$ cat config.mk
export PLATFORM = sky130hd
export DESIGN_NAME = led_top
export DESIGN_NICKNAME = d
export VERILOG_FILES = /design/src/design/led_pkg.sv /design/src/design/led_lane_chk.sv /design/src/design/led_top.sv
export VERILOG_INCLUDE_DIRS = /design/src /design/src/design
export SDC_FILE = /design/constraint.sdc
export NUM_CORES = 1
export LEC_CHECK = 0
export BUFFER_PORTS_ARGS = -buffer_cell sky130_fd_sc_hd__buf_4
export CORE_UTILIZATION = 25
export CTS_BUF_LIST = sky130_fd_sc_hd__clkbuf_4
export CTS_CLUSTER_DIAMETER = 30
export CTS_CLUSTER_SIZE = 24
export DETAILED_ROUTE_END_ITERATION = 8
export PLACE_DENSITY_LB_ADDON = 0.25
export SETUP_SLACK_MARGIN = 0.3
export SLEW_MARGIN = 20
export SYNTH_ARGS = -nofsm -noshare
export SYNTH_HDL_FRONTEND = slang
export SYNTH_SLANG_ARGS = --single-unit
$ cat constraint.sdc
create_clock -name clk_sys -period 6.79 [get_ports clk_sys]
set_input_delay 1.0185 -clock clk_sys [delete_from_list [all_inputs] [get_ports clk_sys]]
set_output_delay 1.0185 -clock clk_sys [all_outputs]
set_load 0.01 [all_outputs]
$ cat src/design/led_regs.svh
`ifndef LED_REGS_SVH
`define LED_REGS_SVH

// ----------------------------------------
// Correctable status bit positions
// ----------------------------------------
`define LED_COR_RX_PORT 0
`define LED_COR_BAD_TLP 1
`define LED_COR_BAD_DLLP 2
`define LED_COR_REPLAY_TMR 3
`define LED_COR_REPLAY_ROLL 4
`define LED_COR_W 5

// ----------------------------------------
// Uncorrectable status bit positions
// ----------------------------------------
`define LED_UNC_DL_PROTOCOL 0
`define LED_UNC_W 1

// ----------------------------------------
// Severity summary bit positions
// ----------------------------------------
`define LED_SUM_COR 0
`define LED_SUM_NONFATAL 1
`define LED_SUM_FATAL 2
`define LED_SUM_W 3

// ----------------------------------------
// Reset values
// ----------------------------------------
`define LED_COR_RST 5'h00
`define LED_UNC_RST 1'h0
`define LED_SUM_RST 3'h0

// ----------------------------------------
// Receive status codes and widths
// ----------------------------------------
`define LED_RXS_W 3
`define LED_RXS_DECODE 3'h4
`define LED_RXS_EB_OVFL 3'h5
`define LED_RXS_EB_UNFL 3'h6
`define LED_RXS_DISPARITY 3'h7
`define LED_SEQ_W 12
`define LED_LANES 8
`define LED_REPLAY_W 2

`endif

$ cat src/design/led_pkg.sv
package led_pkg;

	// Severity class carried with each error event
	typedef enum logic [1:0] {
		LED_CLS_NONE,
		LED_CLS_COR,
		LED_CLS_NONFATAL,
		LED_CLS_FATAL
	} led_class_e;

endpackage

$ cat src/design/led_lane_chk.sv
`timescale 1ns/1ps
`include "led_regs.svh"

module led_lane_chk (
	// Lane receive status
	input wire logic [`LED_RXS_W-1:0] rx_status,
	input wire logic lane_active,
	// Fault flag
	output logic lane_fault
);

	// Only coding sublayer faults of an active lane count
	always_comb begin
		lane_fault = 1'b0;
		if (lane_active) begin
			unique case (rx_status)
				`LED_RXS_DECODE, `LED_RXS_EB_OVFL,
				`LED_RXS_EB_UNFL, `LED_RXS_DISPARITY: lane_fault = 1'b1;
				default: lane_fault = 1'b0;
			endcase
		end
	end

endmodule

$ cat src/design/led_top.sv
`timescale 1ns/1ps
`include "led_regs.svh"

module led_top
	import led_pkg::*;
#(
	parameter int LANES = `LED_LANES,
	parameter int REPLAY_W = `LED_REPLAY_W
) (
	// Clock and reset
	input wire logic clk_sys,
	input wire logic rst,
	// Physical layer inputs
	input wire logic [LANES*`LED_RXS_W-1:0] rx_status,
	input wire logic [LANES-1:0] lane_active,
	input wire logic deskew_ovfl,
	input wire logic ctrl_sym_bad_lane,
	// Data link layer inputs
	input wire logic tlp_lcrc_bad,
	input wire logic tlp_seq_bad,
	input wire logic dllp_crc_bad,
	input wire logic replay_timeout,
	input wire logic [REPLAY_W-1:0] replay_count,
	input wire logic ack_valid,
	input wire logic [`LED_SEQ_W-1:0] acknowledged_sequence_number,
	input wire logic [`LED_SEQ_W-1:0] last_acked_seq,
	input wire logic [`LED_SEQ_W-1:0] next_tx_seq,
	// Reporting control, clears are write-one pulses
	input wire logic aer_enable,
	input wire logic [`LED_COR_W-1:0] cor_clear,
	input wire logic [`LED_UNC_W-1:0] unc_clear,
	input wire logic [`LED_SUM_W-1:0] sum_clear,
	// Status and events
	output logic [`LED_COR_W-1:0] cor_status_reg,
	output logic [`LED_UNC_W-1:0] unc_status_reg,
	output logic [`LED_SUM_W-1:0] sum_status_reg,
	output logic err_event_reg,
	output led_class_e err_class_reg
);

	// ----------------------------------------
	// Helpers
	// ----------------------------------------

	// Forward distance between two sequence numbers, modulo the space
	function automatic logic [`LED_SEQ_W-1:0] seq_dist(
		input logic [`LED_SEQ_W-1:0] from_seq,
		input logic [`LED_SEQ_W-1:0] to_seq
	);
		seq_dist = to_seq - from_seq;
	endfunction

	// ----------------------------------------
	// Detection
	// ----------------------------------------

	logic [LANES-1:0] lane_fault;
	logic rx_port_err;
	logic bad_tlp;
	logic bad_dllp;
	logic replay_roll;
	logic dl_protocol_err;
	logic [REPLAY_W-1:0] replay_prev_reg;
	logic [REPLAY_W-1:0] replay_prev_next;
	logic [`LED_SEQ_W-1:0] newest_sent;

	// One checker per lane
	genvar gi;
	generate
		for (gi = 0; gi < LANES; gi++) begin : g_lane
			led_lane_chk u_chk (
				.rx_status(rx_status[gi*`LED_RXS_W +: `LED_RXS_W]),
				.lane_active(lane_active[gi]),
				.lane_fault(lane_fault[gi])
			);
		end
	endgenerate

	// Error conditions from this cycle's inputs, rollover also from last cycle's replay count
	always_comb begin
		newest_sent = next_tx_seq - `LED_SEQ_W'(1);
		rx_port_err = (|lane_fault) || deskew_ovfl || ctrl_sym_bad_lane;
		bad_tlp = tlp_lcrc_bad || tlp_seq_bad;
		bad_dllp = dllp_crc_bad;
		// Wrap is the step from all ones back to zero
		replay_roll = (&replay_prev_reg) && (replay_count == '0);
		replay_prev_next = replay_count;
		// Legal numbers lie from the last acked up to the newest sent
		dl_protocol_err = ack_valid && (seq_dist(last_acked_seq, acknowledged_sequence_number)
			> seq_dist(last_acked_seq, newest_sent));
	end

	// ----------------------------------------
	// Classification and logging
	// ----------------------------------------

	logic [`LED_COR_W-1:0] cor_hit;
	logic [`LED_COR_W-1:0] cor_status_next;
	logic [`LED_UNC_W-1:0] unc_status_next;
	logic [`LED_SUM_W-1:0] sum_status_next;
	logic [`LED_SUM_W-1:0] sum_hit;
	logic err_event_next;
	led_class_e err_class_next;

	// Sticky status with set winning over clear, most severe class reported
	always_comb begin
		cor_hit = '0;
		cor_hit[`LED_COR_RX_PORT] = rx_port_err;
		cor_hit[`LED_COR_BAD_TLP] = bad_tlp;
		cor_hit[`LED_COR_BAD_DLLP] = bad_dllp;
		cor_hit[`LED_COR_REPLAY_TMR] = replay_timeout;
		cor_hit[`LED_COR_REPLAY_ROLL] = replay_roll;
		sum_hit = '0;
		sum_hit[`LED_SUM_COR] = |cor_hit;
		sum_hit[`LED_SUM_FATAL] = dl_protocol_err;
		// Detailed status logs only with advanced reporting on
		cor_status_next = cor_status_reg & ~cor_clear;
		unc_status_next = unc_status_reg & ~unc_clear;
		if (aer_enable) begin
			cor_status_next = cor_status_next | cor_hit;
			unc_status_next[`LED_UNC_DL_PROTOCOL] = unc_status_next[`LED_UNC_DL_PROTOCOL]
				| dl_protocol_err;
		end
		// Baseline severity summary always logs
		sum_status_next = (sum_status_reg & ~sum_clear) | sum_hit;
		err_event_next = |sum_hit;
		err_class_next = LED_CLS_NONE;
		if (sum_hit[`LED_SUM_FATAL]) begin
			err_class_next = LED_CLS_FATAL;
		end else if (sum_hit[`LED_SUM_NONFATAL]) begin
			err_class_next = LED_CLS_NONFATAL;
		end else if (sum_hit[`LED_SUM_COR]) begin
			err_class_next = LED_CLS_COR;
		end
	end

	// Register all state
	always_ff @(posedge clk_sys) begin
		if (rst) begin
			replay_prev_reg <= '0;
			cor_status_reg <= `LED_COR_RST;
			unc_status_reg <= `LED_UNC_RST;
			sum_status_reg <= `LED_SUM_RST;
			err_event_reg <= 1'b0;
			err_class_reg <= LED_CLS_NONE;
		end else begin
			replay_prev_reg <= replay_prev_next;
			cor_status_reg <= cor_status_next;
			unc_status_reg <= unc_status_next;
			sum_status_reg <= sum_status_next;
			err_event_reg <= err_event_next;
			err_class_reg <= err_class_next;
		end
	end
endmodule

Yosys cells after proc, flatten, opt, wreduce, memory -nomap -nowiden
Index checks and enable logic that the tools add are counted.
Word-level totals
  register bits: 14
  input port bits: 89
  output and inout bits: 12
  logic and storage cells: 89
Operators by class
  add/sub/neg operators: 3
  $lt $le $gt $ge: 1
  equal/unequal tests: 32
  mux-type cells: 20
  bitwise gates (word level): 9
  reductions and logical operators: 18
Operators by type and width (count)
  $eq A3 B3 Y1 const B: 32
  $reduce_or A4 Y1: 8
  $sub A12 B12 Y12: 2
  $mux W1: 18
  $gt A12 B12 Y1: 1
  $sub A12 B1 Y12 const B: 1
  $reduce_or A8 Y1: 1
  $reduce_or A6 Y1: 1
  $and A5 B5 Y5: 1
  $mux W5: 1
  $not A5 Y5: 1
  $or A5 B5 Y5: 1
  $reduce_or A5 Y1: 1
  $and A3 B3 Y3: 1
  $logic_or A1 B1 Y1: 3
  $not A3 Y3: 1
  $or A3 B3 Y3: 1
  $logic_and A1 B1 Y1: 2
  $logic_not A2 Y1: 1
  $mux W2: 1
  $reduce_and A2 Y1: 1
  $and A1 B1 Y1: 1
  $not A1 Y1: 1
  $or A1 B1 Y1: 1

Logic depth before layout (Yosys ltp)
Gate-level depths: netlist (run 1).
  depth after elaboration: 10
  mapped depth: 15
  gate-level depth less buffers: 15

Modules after synthesis
From an unflattened synthesis (run 1), not the netlist that was laid out.
Second synthesis, totals
  cells, all modules: 238
  area, all modules: 1868.0 um^2
By module, submodules not included
  led_top: instances 1, cells each 230, area an instance 1818.0 um^2, sequential area each 280.3 um^2
  led_lane_chk: instances 8, cells each 1, area an instance 6.3 um^2, sequential area each 0.0 um^2

Least setup slack after synthesis (run 1)
Ideal clock, no wire load.
  kind: input to register
  from: input last_acked_seq[1]
  to: register unc_status_reg
  library setup time: 59 ps
  data arrival time: 3527 ps
  data required time: 6731 ps
  path slack: 3205 ps
  stages: 13
  path buffers: 0
  path through: inv_1 ha_1 a211oi_2 o21ai_2 o21ai_2 or4b_1 o311a_1 ha_1 and3_1 nand4_1 a21o_1 a31oi_1 a22o_1
On the way
  word-level cells in the longest chain between the ends: 5
  elaborated cells between the ends (all ways): 6
  classes of those cells: add/sub (2); order compare (1); mux (1); bitwise (1); reduce/logical (1)
RTL lines
  from (decl): RTL line led_top.sv:26  | input wire logic [`LED_SEQ_W-1:0] last_acked_seq,
  $sub A12 B12 Y12: RTL line led_top.sv:50  | seq_dist = to_seq - from_seq;
  $gt A12 B12 Y1 *: RTL line led_top.sv:90  | > seq_dist(last_acked_seq, newest_sent));
  $logic_and A1 B1 Y1 *: RTL line led_top.sv:89  | dl_protocol_err = ack_valid && (seq_dist(last_acked_seq, acknowledged_sequence_number)
  $or A1 B1 Y1 *: RTL line led_top.sv:121  | unc_status_next[`LED_UNC_DL_PROTOCOL] = unc_status_next[`LED_UNC_DL_PROTOCOL]
  $mux W1 *: RTL line led_top.sv:119  | if (aer_enable) begin
  to (signal assigned): RTL line led_top.sv:142  | unc_status_reg <= `LED_UNC_RST;
  to (signal assigned): RTL line led_top.sv:149  | unc_status_reg <= unc_status_next;
  to (decl): RTL line led_top.sv:35  | output logic [`LED_UNC_W-1:0] unc_status_reg,
Mark *: on every way between the ends. The rest lies on a longest branch, timed or not.
A chain may end at the register's enable or synchronous reset.

Worst setup path in the final report (run 1)
Same ends and word-level chain as after synthesis.

==> results.py, run 1 <==
metrics = {
    "status": {
        "status": "finished clean",
    },
    "critical_path": {
        "required_ps": 7010,
        "crit_path_start_kind": "primary input",
        "crit_chain": "buf_4 -> inv_1 -> ha_1 -> a211oi_2 -> o21ai_2 -> o21ai_2 -> or4b_1 -> o311a_1 -> ha_1 -> and3_1 -> nand4_1 -> a21o_1 -> a31oi_1 -> a22o_1",
        "critPathMaxStageDelay_ps": 460,
        "critical_path_class": "primary input to flop",
        "startpoint": "last_acked_seq[1]",
        "worstPathArrival_ps": 4000,
        "reg2reg_from": "replay_prev_reg[0]",
        "cpMaxStageDelayCell": "or4b_1",
        "worstPathMaxFanout": 5,
        "endpoint_kind": "flop",
    },
    "timing": {
        "final_hold_viol_count": 0,
        "setup-violations-final": 0,
        "fin_crit_sh": 0.558,
        "slew_violations": 0,
        "min_period_ps": 3790,
        "fin_setup_tns_ps": 0,
        "worstMarginPinSlew_ps": 469,
        "hold_slack_ps": 457,
        "finClkSkew_ps": 4.41,
        "max_slew_margin": 0.686,
        "rsz0062_at_grt": "false",
        "fmax_mhz": 264,
    },
    "global_route": {
        "antenna_found_initial": 0,
        "grt.total_usage": 0.124,
        "overflow": 0,
        "grt_pass1_vias": 1927,
        "grt_pass1_wl_um": 7690,
        "grt_max_degree": 15,
    },
    "synthesis": {
        "synth_edf_count": 0,
        "synth_top_flop_cell": "dfxtp_1",
        "synth_top_area_frac": 0.235,
        "synth.distinct_cells": 46,
        "ys_top_cells_by_count": "ha_1 (34), a21oi_1 (25), inv_1 (20)",
        "synthTopCellsByArea": "ha_1 (23%), dfxtp_1 (15%), a21oi_1 (6.9%)",
        "syn_inst": 227,
        "syn_avg_cell_area_um2": 7.98,
        "yosysWarningCount": 0,
        "async_reset_ff_frac": 0,
        "syn_nets": 352,
        "ys_seq_area_frac": 0.155,
        "syn_area_mm2": 0.00181,
        "synth.largest_area_cell": "ha_1",
        "ys_ff_latch": 14,
        "yosysMostFrequentCell": "ha_1",
    },
    "finish": {
        "final_util": 0.374,
        "drive_above_1_share": 0.297,
        "fin_nets": 440,
        "antenna_cells": 0,
        "largest_reg_flops": 5,
        "area_delta_synth_final_pct": 42.5,
        "finalNonFillerCells": 409,
    },
    "placement": {
        "portBuffers": 84,
        "hpwl_um": 4050,
        "placedCellCount": 406,
        "gp_congestion": 0.784,
    },
    "floorplanning": {
        "die_h_um": 87.1,
        "io_pins": 101,
        "start_util": 0.262,
        "rows": 30,
        "dieArea_mm2": 0.00759,
        "die_x_um": 87.1,
        "core_area_mm2": 0.00691,
    },
    "routing": {
        "drt-pass1-iter-count": 4,
        "via_per_inst": 4.74,
        "ant_nets": 0,
        "drc": 0,
        "num_vias": 1938,
        "wl_per_cell_um": 11.4,
        "drt_iter0_drc": 59,
        "routed_wl_um": 4650,
    },
    "clocking": {
        "cts-buffers-inserted": 3,
        "ctsHoldBuffers": 0,
        "tritoncts": "built",
        "clock_path_buffers": 2,
        "clk_latency_ps": 260,
        "clk_pin_slew_ps": 80,
        "cts_resized": 0,
        "clock_tree.root_cell": "clkbuf_4",
        "cts_setup_buffers": 0,
        "numClockSinks": 14,
        "htreeDepth": 1,
    },
    "flow_run": {
        "drv_cap": 0,
    },
    "pwr": {
        "power_density_mw_per_mm2": 133,
        "p_leak_nw": 1.26,
        "peakVddDrop_v": 0.0000368,
    },
    "hold_path": {
        "hp-class": "flop to flop",
        "hold_start": "sum_status_reg[2]",
    },
}
==> layout by cell type (no fill, tap or decap), types with 7 or more instances in the layout <==
cell and instances:
nand3_1 7, dfxtp_1 14, ha_1 34, nand2b_1 8, nor2_1 13, nor2b_1 7, o21ai_0 10, buf_4 84
a21o_1 8, inv_1 20, a21oi_1 25, xnor2_1 11, nand2_1 12
==> cells by family after synthesis <==
family	Yosys count	share of synthesized area
AO/OA/AOI/OAI	77	0.289
adder cells (fa/ha/maj)	36	0.257
flip-flops	14	0.155
AND/OR/NAND/NOR	63	0.179
buffers and inverters	21	0.0435
XOR/XNOR	16	0.0773
==> where the power goes <==
| part | internal [mW] | switching, mW | total, mW |
|---|---|---|---|
| Clock | 0.0205 | 0.0235 | 0.0440 |
| Sequential | 0.0889 | 0.00253 | 0.0914 |
| Combinational | 0.108 | 0.100 | 0.208 |
| Total | 0.218 | 0.126 | 0.344 |
==> worst max-delay path, delay by kind of cell <==
kind                       cells  cell delay, ps
adders and majority gates      2             540
and+or+nand+nor                3             760
AOI/OAI and AO/OA              7            1420
buffers and inverters          2             240
==> through the flow <==
| stage | instance area (um^2) | worst slack, ps | total power, mW |
|---|---|---|---|
| floorplan | 1810 | 3200 | 0.229 |
| global placement | 2560 | 2670 | 0.298 |
| detailed placement | 2560 | 2660 | 0.303 |
| CTS | 2580 | 2940 | 0.349 |
| global route | 2580 | 2750 | 0.382 |
| finish | 2580 | 3000 | 0.344 |
==> layer usage <==
metal	wire, um	global-route usage
met5	0	0
met4	46	0.0283
met3	272	0.0161
met2	2280	0.237
met1	2050	0.147
==> worst paths after layout <==
check / endpoint / slack, ps / depth (start not counted)
max: unc_status_reg / 3000 / 14
min: sum_status_reg[2] / 460 / 1
max reg2reg: sum_status_reg[0] / 5770 / 2
min reg2reg: sum_status_reg[2] / 460 / 1
==> layout make-up <==
type,count,area (um^2)
clock buffer,3,22.5
fill,763,4330
inverter,20,75.1
multi-input combinational,192,1450
sequential,14,280
tap,96,120
timing repair buffer,84,631
Power figures use the tool's default switching activity.
==> inputs of run 2 (changes only) <==
==> constraint.sdc (replaced) <==
create_clock -name clk_sys -period 3.2 [get_ports clk_sys]
set_input_delay 0.48 -clock clk_sys [delete_from_list [all_inputs] [get_ports clk_sys]]
set_output_delay 0.48 -clock clk_sys [all_outputs]
set_load 0.01 [all_outputs]
==> results.py, run 2 (synthesized netlist as in run 1, its figures left out) <==
metrics = {
    "clocking": {
        "clock_path_buffers": 2,
        "tritoncts": "built",
        "numClockSinks": 14,
        "clk_latency_ps": 270,
        "clk_pin_slew_ps": 70,
        "htreeDepth": 1,
        "clock_tree.root_cell": "clkbuf_4",
        "cts-buffers-inserted": 3,
    },
    "placement": {
        "portBuffers": 84,
        "gp_congestion": 0.733,
        "hpwl_um": 4220,
    },
    "timing": {
        "hold_slack_ps": 367,
        "final_hold_viol_count": 0,
        "rsz0062_at_grt": "true",
        "fin_crit_sh": 0.910,
        "slew_violations": 0,
        "worstMarginPinSlew_ps": 416,
        "min_period_ps": 2910,
        "max_slew_margin": 0.721,
        "setup-violations-final": 0,
        "finClkSkew_ps": 0.983,
        "fmax_mhz": 344,
    },
    "routing": {
        "drc": 0,
        "ant_nets": 0,
        "wl_per_cell_um": 11.3,
        "drt_iter0_drc": 38,
        "drt-pass1-iter-count": 4,
        "num_vias": 2031,
        "via_per_inst": 4.67,
        "routed_wl_um": 4910,
    },
    "floorplanning": {
        "die_x_um": 87.1,
        "start_util": 0.262,
        "die_h_um": 87.1,
        "core_area_mm2": 0.00691,
        "io_pins": 101,
        "dieArea_mm2": 0.00759,
        "rows": 30,
    },
    "global_route": {
        "grt.total_usage": 0.126,
        "overflow": 0,
        "grt_pass1_vias": 1950,
        "grt_pass1_wl_um": 7810,
        "grt_max_degree": 15,
        "antenna_found_initial": 0,
    },
    "status": {
        "status": "finished clean",
    },
    "pwr": {
        "combinationalPowerShare": 0.654,
        "power.share.switching": 0.359,
        "intPower_uw": 529,
        "p_total_uw": 826,
        "pwr-share-clk": 0.111,
        "pwr-share-seq": 0.235,
        "p_leak_nw": 1.39,
        "p_switching_uw": 296,
        "peakVddDrop_v": 0.0000878,
        "power_density_mw_per_mm2": 280,
    },
    "finish": {
        "final_common_cell": "buf_4",
        "antenna_cells": 0,
        "final_cell_mix": "buf_4 (107), ha_1 (29), a21oi_1 (20)",
        "fin_nets": 466,
        "largest_reg_flops": 5,
        "area_delta_synth_final_pct": 62.7,
        "drive_above_1_share": 0.437,
    },
    "critical_path": {
        "crit_path_start_kind": "primary input",
        "startpoint": "last_acked_seq[1]",
        "reg2reg_from": "replay_prev_reg[0]",
        "worstPathArrival_ps": 3130,
        "endpoint_kind": "flop",
        "required_ps": 3410,
        "critical_path_class": "primary input to flop",
        "worstPathMaxFanout": 5,
    },
    "hold_path": {
        "hp-class": "primary input to flop",
        "hold_start": "sum_clear[1]",
    },
    "flow_run": {
        "drv_cap": 0,
    },
}
## run 2: final timing paths
| check | cells past startpoint | slack (ps) | to |
|---|---|---|---|
| max | 14 | 290 | unc_status_reg |
| min | 2 | 370 | sum_status_reg[1] |
| max reg2reg | 2 | 2240 | sum_status_reg[0] |
| min reg2reg | 1 | 460 | sum_status_reg[2] |
## run 2: metrics by stage
step	area (um^2)	utilization	setup slack (ps)	TNS (ps)	cells
2_1_floorplan	1860	-	270	0	227
3_3_place_gp	2750	0.399	-97.5	-279	426
3_5_place_dp	2750	0.399	-140	-451	426
4_1_cts	2850	0.413	275	0	432
5_1_grt	2950	0.427	178	0	435
6_report	2950	0.427	289	0	435
## run 2: metal layers
layer / GRT usage / part of all wire
met5: 0 / 0
met4: 0.0224 / 0.0029
met3: 0.0133 / 0.063
met2: 0.235 / 0.47
met1: 0.157 / 0.46
## run 2: area by class of cell
| class | instances | area [um^2] |
|---|---|---|
| fillers | 742 | 3960 |
| multi-input cells | 192 | 1610 |
| repair buffers | 110 | 837 |
| flip-flops and latches | 14 | 280 |
| well taps | 96 | 120 |
| inverters | 20 | 81.3 |
| clock buffers | 3 | 22.5 |
## run 2: critical path, cell delays in order
cell        delay (ps)
buf_6               80
clkinvlp_4         120
ha_4               240
a211oi_2           210
o21ai_2             90
o21ai_2            140
or4b_4             460
o311a_1            140
ha_1               280
and3_4             180
nand4_1            110
a21o_1             210
a31oi_4            190
a22o_1             170
## run 2: power by group through the flow
stage	Clock, mW	Sequential [mW]	Combinational (mW)
floorplan	0	0.205	0.288
global placement	0	0.198	0.477
detailed placement	0	0.198	0.485
CTS	0.0980	0.194	0.518
global route	0.107	0.196	0.606
finish	0.0915	0.194	0.540
## run 2: repair_timing
action | in CTS | in global routing
buffers inserted | 3 | 3
endpoints found under the hold margin | 0 | 0
pin swaps | 4 | 5
resized for setup | 12 | 21
setup endpoints to repair | 5 | 5
hold buffers | 0 | 0
==> inputs of run 3 (changes only) <==
--- a/config.mk
+++ b/config.mk
@@ -6,7 +6,7 @@
 export SDC_FILE = /design/constraint.sdc
 export NUM_CORES = 1
 export LEC_CHECK = 0
-export BUFFER_PORTS_ARGS = -buffer_cell sky130_fd_sc_hd__buf_4
+export BUFFER_PORTS_ARGS = -buffer_cell sky130_fd_sc_hd__buf_2
 export CORE_UTILIZATION = 25
 export CTS_BUF_LIST = sky130_fd_sc_hd__clkbuf_4
 export CTS_CLUSTER_DIAMETER = 30
@@ -17,4 +17,5 @@
 export SLEW_MARGIN = 20
 export SYNTH_ARGS = -nofsm -noshare
 export SYNTH_HDL_FRONTEND = slang
+export SYNTH_HIERARCHICAL = 1
 export SYNTH_SLANG_ARGS = --single-unit
==> results.py, run 3 <==
metrics = {
    "finish": {
        "fin_area_mm2": 0.00299,
        "largest_reg_flops": 5,
        "fill_cells": 762,
        "final_cell_mix": "buf_2 (80), buf_4 (37), ha_1 (25)",
        "final_common_cell": "buf_2",
        "fin_nets": 489,
        "final_util": 0.412,
        "antenna_cells": 0,
        "area_delta_synth_final_pct": 59.9,
        "drive_above_1_share": 0.444,
        "finalNonFillerCells": 462,
    },
    "placement": {
        "hpwl_um": 4150,
        "gp_congestion": 0.759,
        "post_dp_cell_area_mm2": 0.00266,
        "dpl_worst_slack_ps": -322,
        "portBuffers": 84,
        "placedCellCount": 448,
    },
    "routing": {
        "via_per_inst": 4.52,
        "num_vias": 2089,
        "ant_nets": 0,
        "drt_iter0_drc": 26,
        "drc": 0,
        "routed_wl_um": 4940,
        "wl_per_cell_um": 10.7,
        "drt-pass1-iter-count": 4,
    },
    "global_route": {
        "grt_max_degree": 14,
        "grt_pass1_vias": 1968,
        "overflow": 0,
        "antenna_found_initial": 0,
        "grt_pass1_wl_um": 8150,
        "grt.total_usage": 0.127,
    },
    "synthesis": {
        "syn_nets": 363,
        "synth_top_area_frac": 0.228,
        "synthTopCellsByArea": "ha_1 (23%), dfxtp_1 (15%), a21oi_1 (7.2%)",
        "yosysMostFrequentCell": "ha_1",
        "async_reset_ff_frac": 0,
        "synth_top_flop_cell": "dfxtp_1",
        "yosysWarningCount": 6,
        "ys_top_cells_by_count": "ha_1 (34), a21oi_1 (27), inv_1 (22)",
        "synth.distinct_cells": 45,
        "synth_edf_count": 0,
        "syn_area_mm2": 0.00187,
        "syn_inst": 238,
        "synth.largest_area_cell": "ha_1",
        "syn_avg_cell_area_um2": 7.85,
        "ys_ff_latch": 14,
        "ys_seq_area_frac": 0.150,
    },
    "timing": {
        "slew_violations": 0,
        "final_hold_viol_count": 0,
        "layout_setup_ws_ps": 201,
        "rsz0062_at_grt": "true",
        "fin_crit_sh": 0.937,
        "worstMarginPinSlew_ps": 432,
        "min_period_ps": 3000,
        "setup-violations-final": 0,
        "finClkSkew_ps": 3.53,
        "fin_setup_tns_ps": 0,
        "max_slew_margin": 0.708,
        "fmax_mhz": 333,
        "hold_slack_ps": 351,
    },
    "critical_path": {
        "endpoint_kind": "flop",
        "crit_path_start_kind": "primary input",
        "worstPathMaxFanout": 5,
        "critPathMaxStageDelay_ps": 450,
        "crit_chain": "buf_8 -> clkinvlp_4 -> ha_4 -> a211oi_4 -> o21ai_2 -> o21ai_2 -> or4b_1 -> o311a_1 -> ha_4 -> nand4_1 -> nor4_2 -> nor3b_1 -> o31a_1 -> or2_1",
        "worstPathArrival_ps": 3170,
        "cpMaxStageDelayCell": "or4b_1",
        "critical_path_class": "primary input to flop",
        "required_ps": 3370,
    },
    "floorplanning": {
        "die_h_um": 88.4,
        "dieArea_mm2": 0.00782,
        "die_x_um": 88.4,
        "start_util": 0.258,
        "io_pins": 101,
        "core_area_mm2": 0.00725,
        "rows": 31,
    },
    "clocking": {
        "clk_pin_slew_ps": 90,
        "ctsHoldBuffers": 0,
        "numClockSinks": 14,
        "clock_path_buffers": 2,
        "htreeDepth": 1,
        "tritoncts": "built",
        "clock_tree.root_cell": "clkbuf_4",
        "cts-buffers-inserted": 3,
        "clk_latency_ps": 270,
    },
    "hold_path": {
        "hp-class": "primary input to flop",
    },
    "status": {
        "status": "finished clean",
    },
    "pwr": {
        "p_total_uw": 851,
        "power_density_mw_per_mm2": 285,
        "peakVddDrop_v": 0.000130,
        "p_leak_nw": 1.43,
    },
    "flow_run": {
        "drv_cap": 0,
    },
}
## run 3: changes by cell type in the layout (fill, tap and decap cells not counted), sizes merged, moves of 3 or more
cell and change:
buf +13, and2 +8, o211ai -4, nand3 +3, nor4 +3
## run 3: routing by layer
metal	up-vias	track usage	wire, um
met5	-	0	0
met4	0	0.0132	0
met3	0	0.0140	191
met2	48	0.245	2490
met1	922	0.155	2250
li1	1119	-	-
## run 3: power by group
part	total [mW]	internal [mW]	switching [mW]
registers	0.195	0.189	0.00542
logic	0.555	0.292	0.264
clock network	0.101	0.0451	0.0562
total	0.851	0.526	0.326
## run 3: cell type report
class,instances,area [um^2],share of cell area
Clock buffer,3,22.5,0.00754
Clock inverter,1,3.75,0.00126
Inverter,22,91.3,0.0306
Multi-Input combinational cell,200,1710,0.573
Sequential cell,14,280,0.0938
Tap cell,99,124,0.0415
Timing Repair Buffer,123,753,0.252
## run 3: logic make-up after synthesis
logic type,count (synthesis),share of synthesized area
AO/OA/AOI/OAI,68,0.240
AND/OR/NAND/NOR,80,0.238
flip-flops,14,0.150
XOR/XNOR,16,0.0750
buffers and inverters,24,0.0482
adder cells (fa/ha/maj),36,0.249
## run 3: worst max-delay path: cells and delay by family
family	cells	cell delay, ps
AOI/OAI and AO/OA	5	790
adders and majority gates	2	520
buffers and inverters	2	180
and+or+nand+nor	5	1210
## run 3: worst paths after layout
check                           end  slack (ps)          startpoint  cells past startpoint
setup / recovery      err_event_reg         200   last_acked_seq[1]                     14
hold / removal    sum_status_reg[1]         350        sum_clear[1]                      2
setup reg to reg   err_class_reg[0]        2320  replay_prev_reg[0]                      3
hold reg to reg   sum_status_reg[2]         450   sum_status_reg[2]                      1
## run 3: timing repair
item	CTS	global route
setup buffers	5	5
gates resized for setup	27	18
pin swaps	19	24
endpoints found under the setup margin	5	5
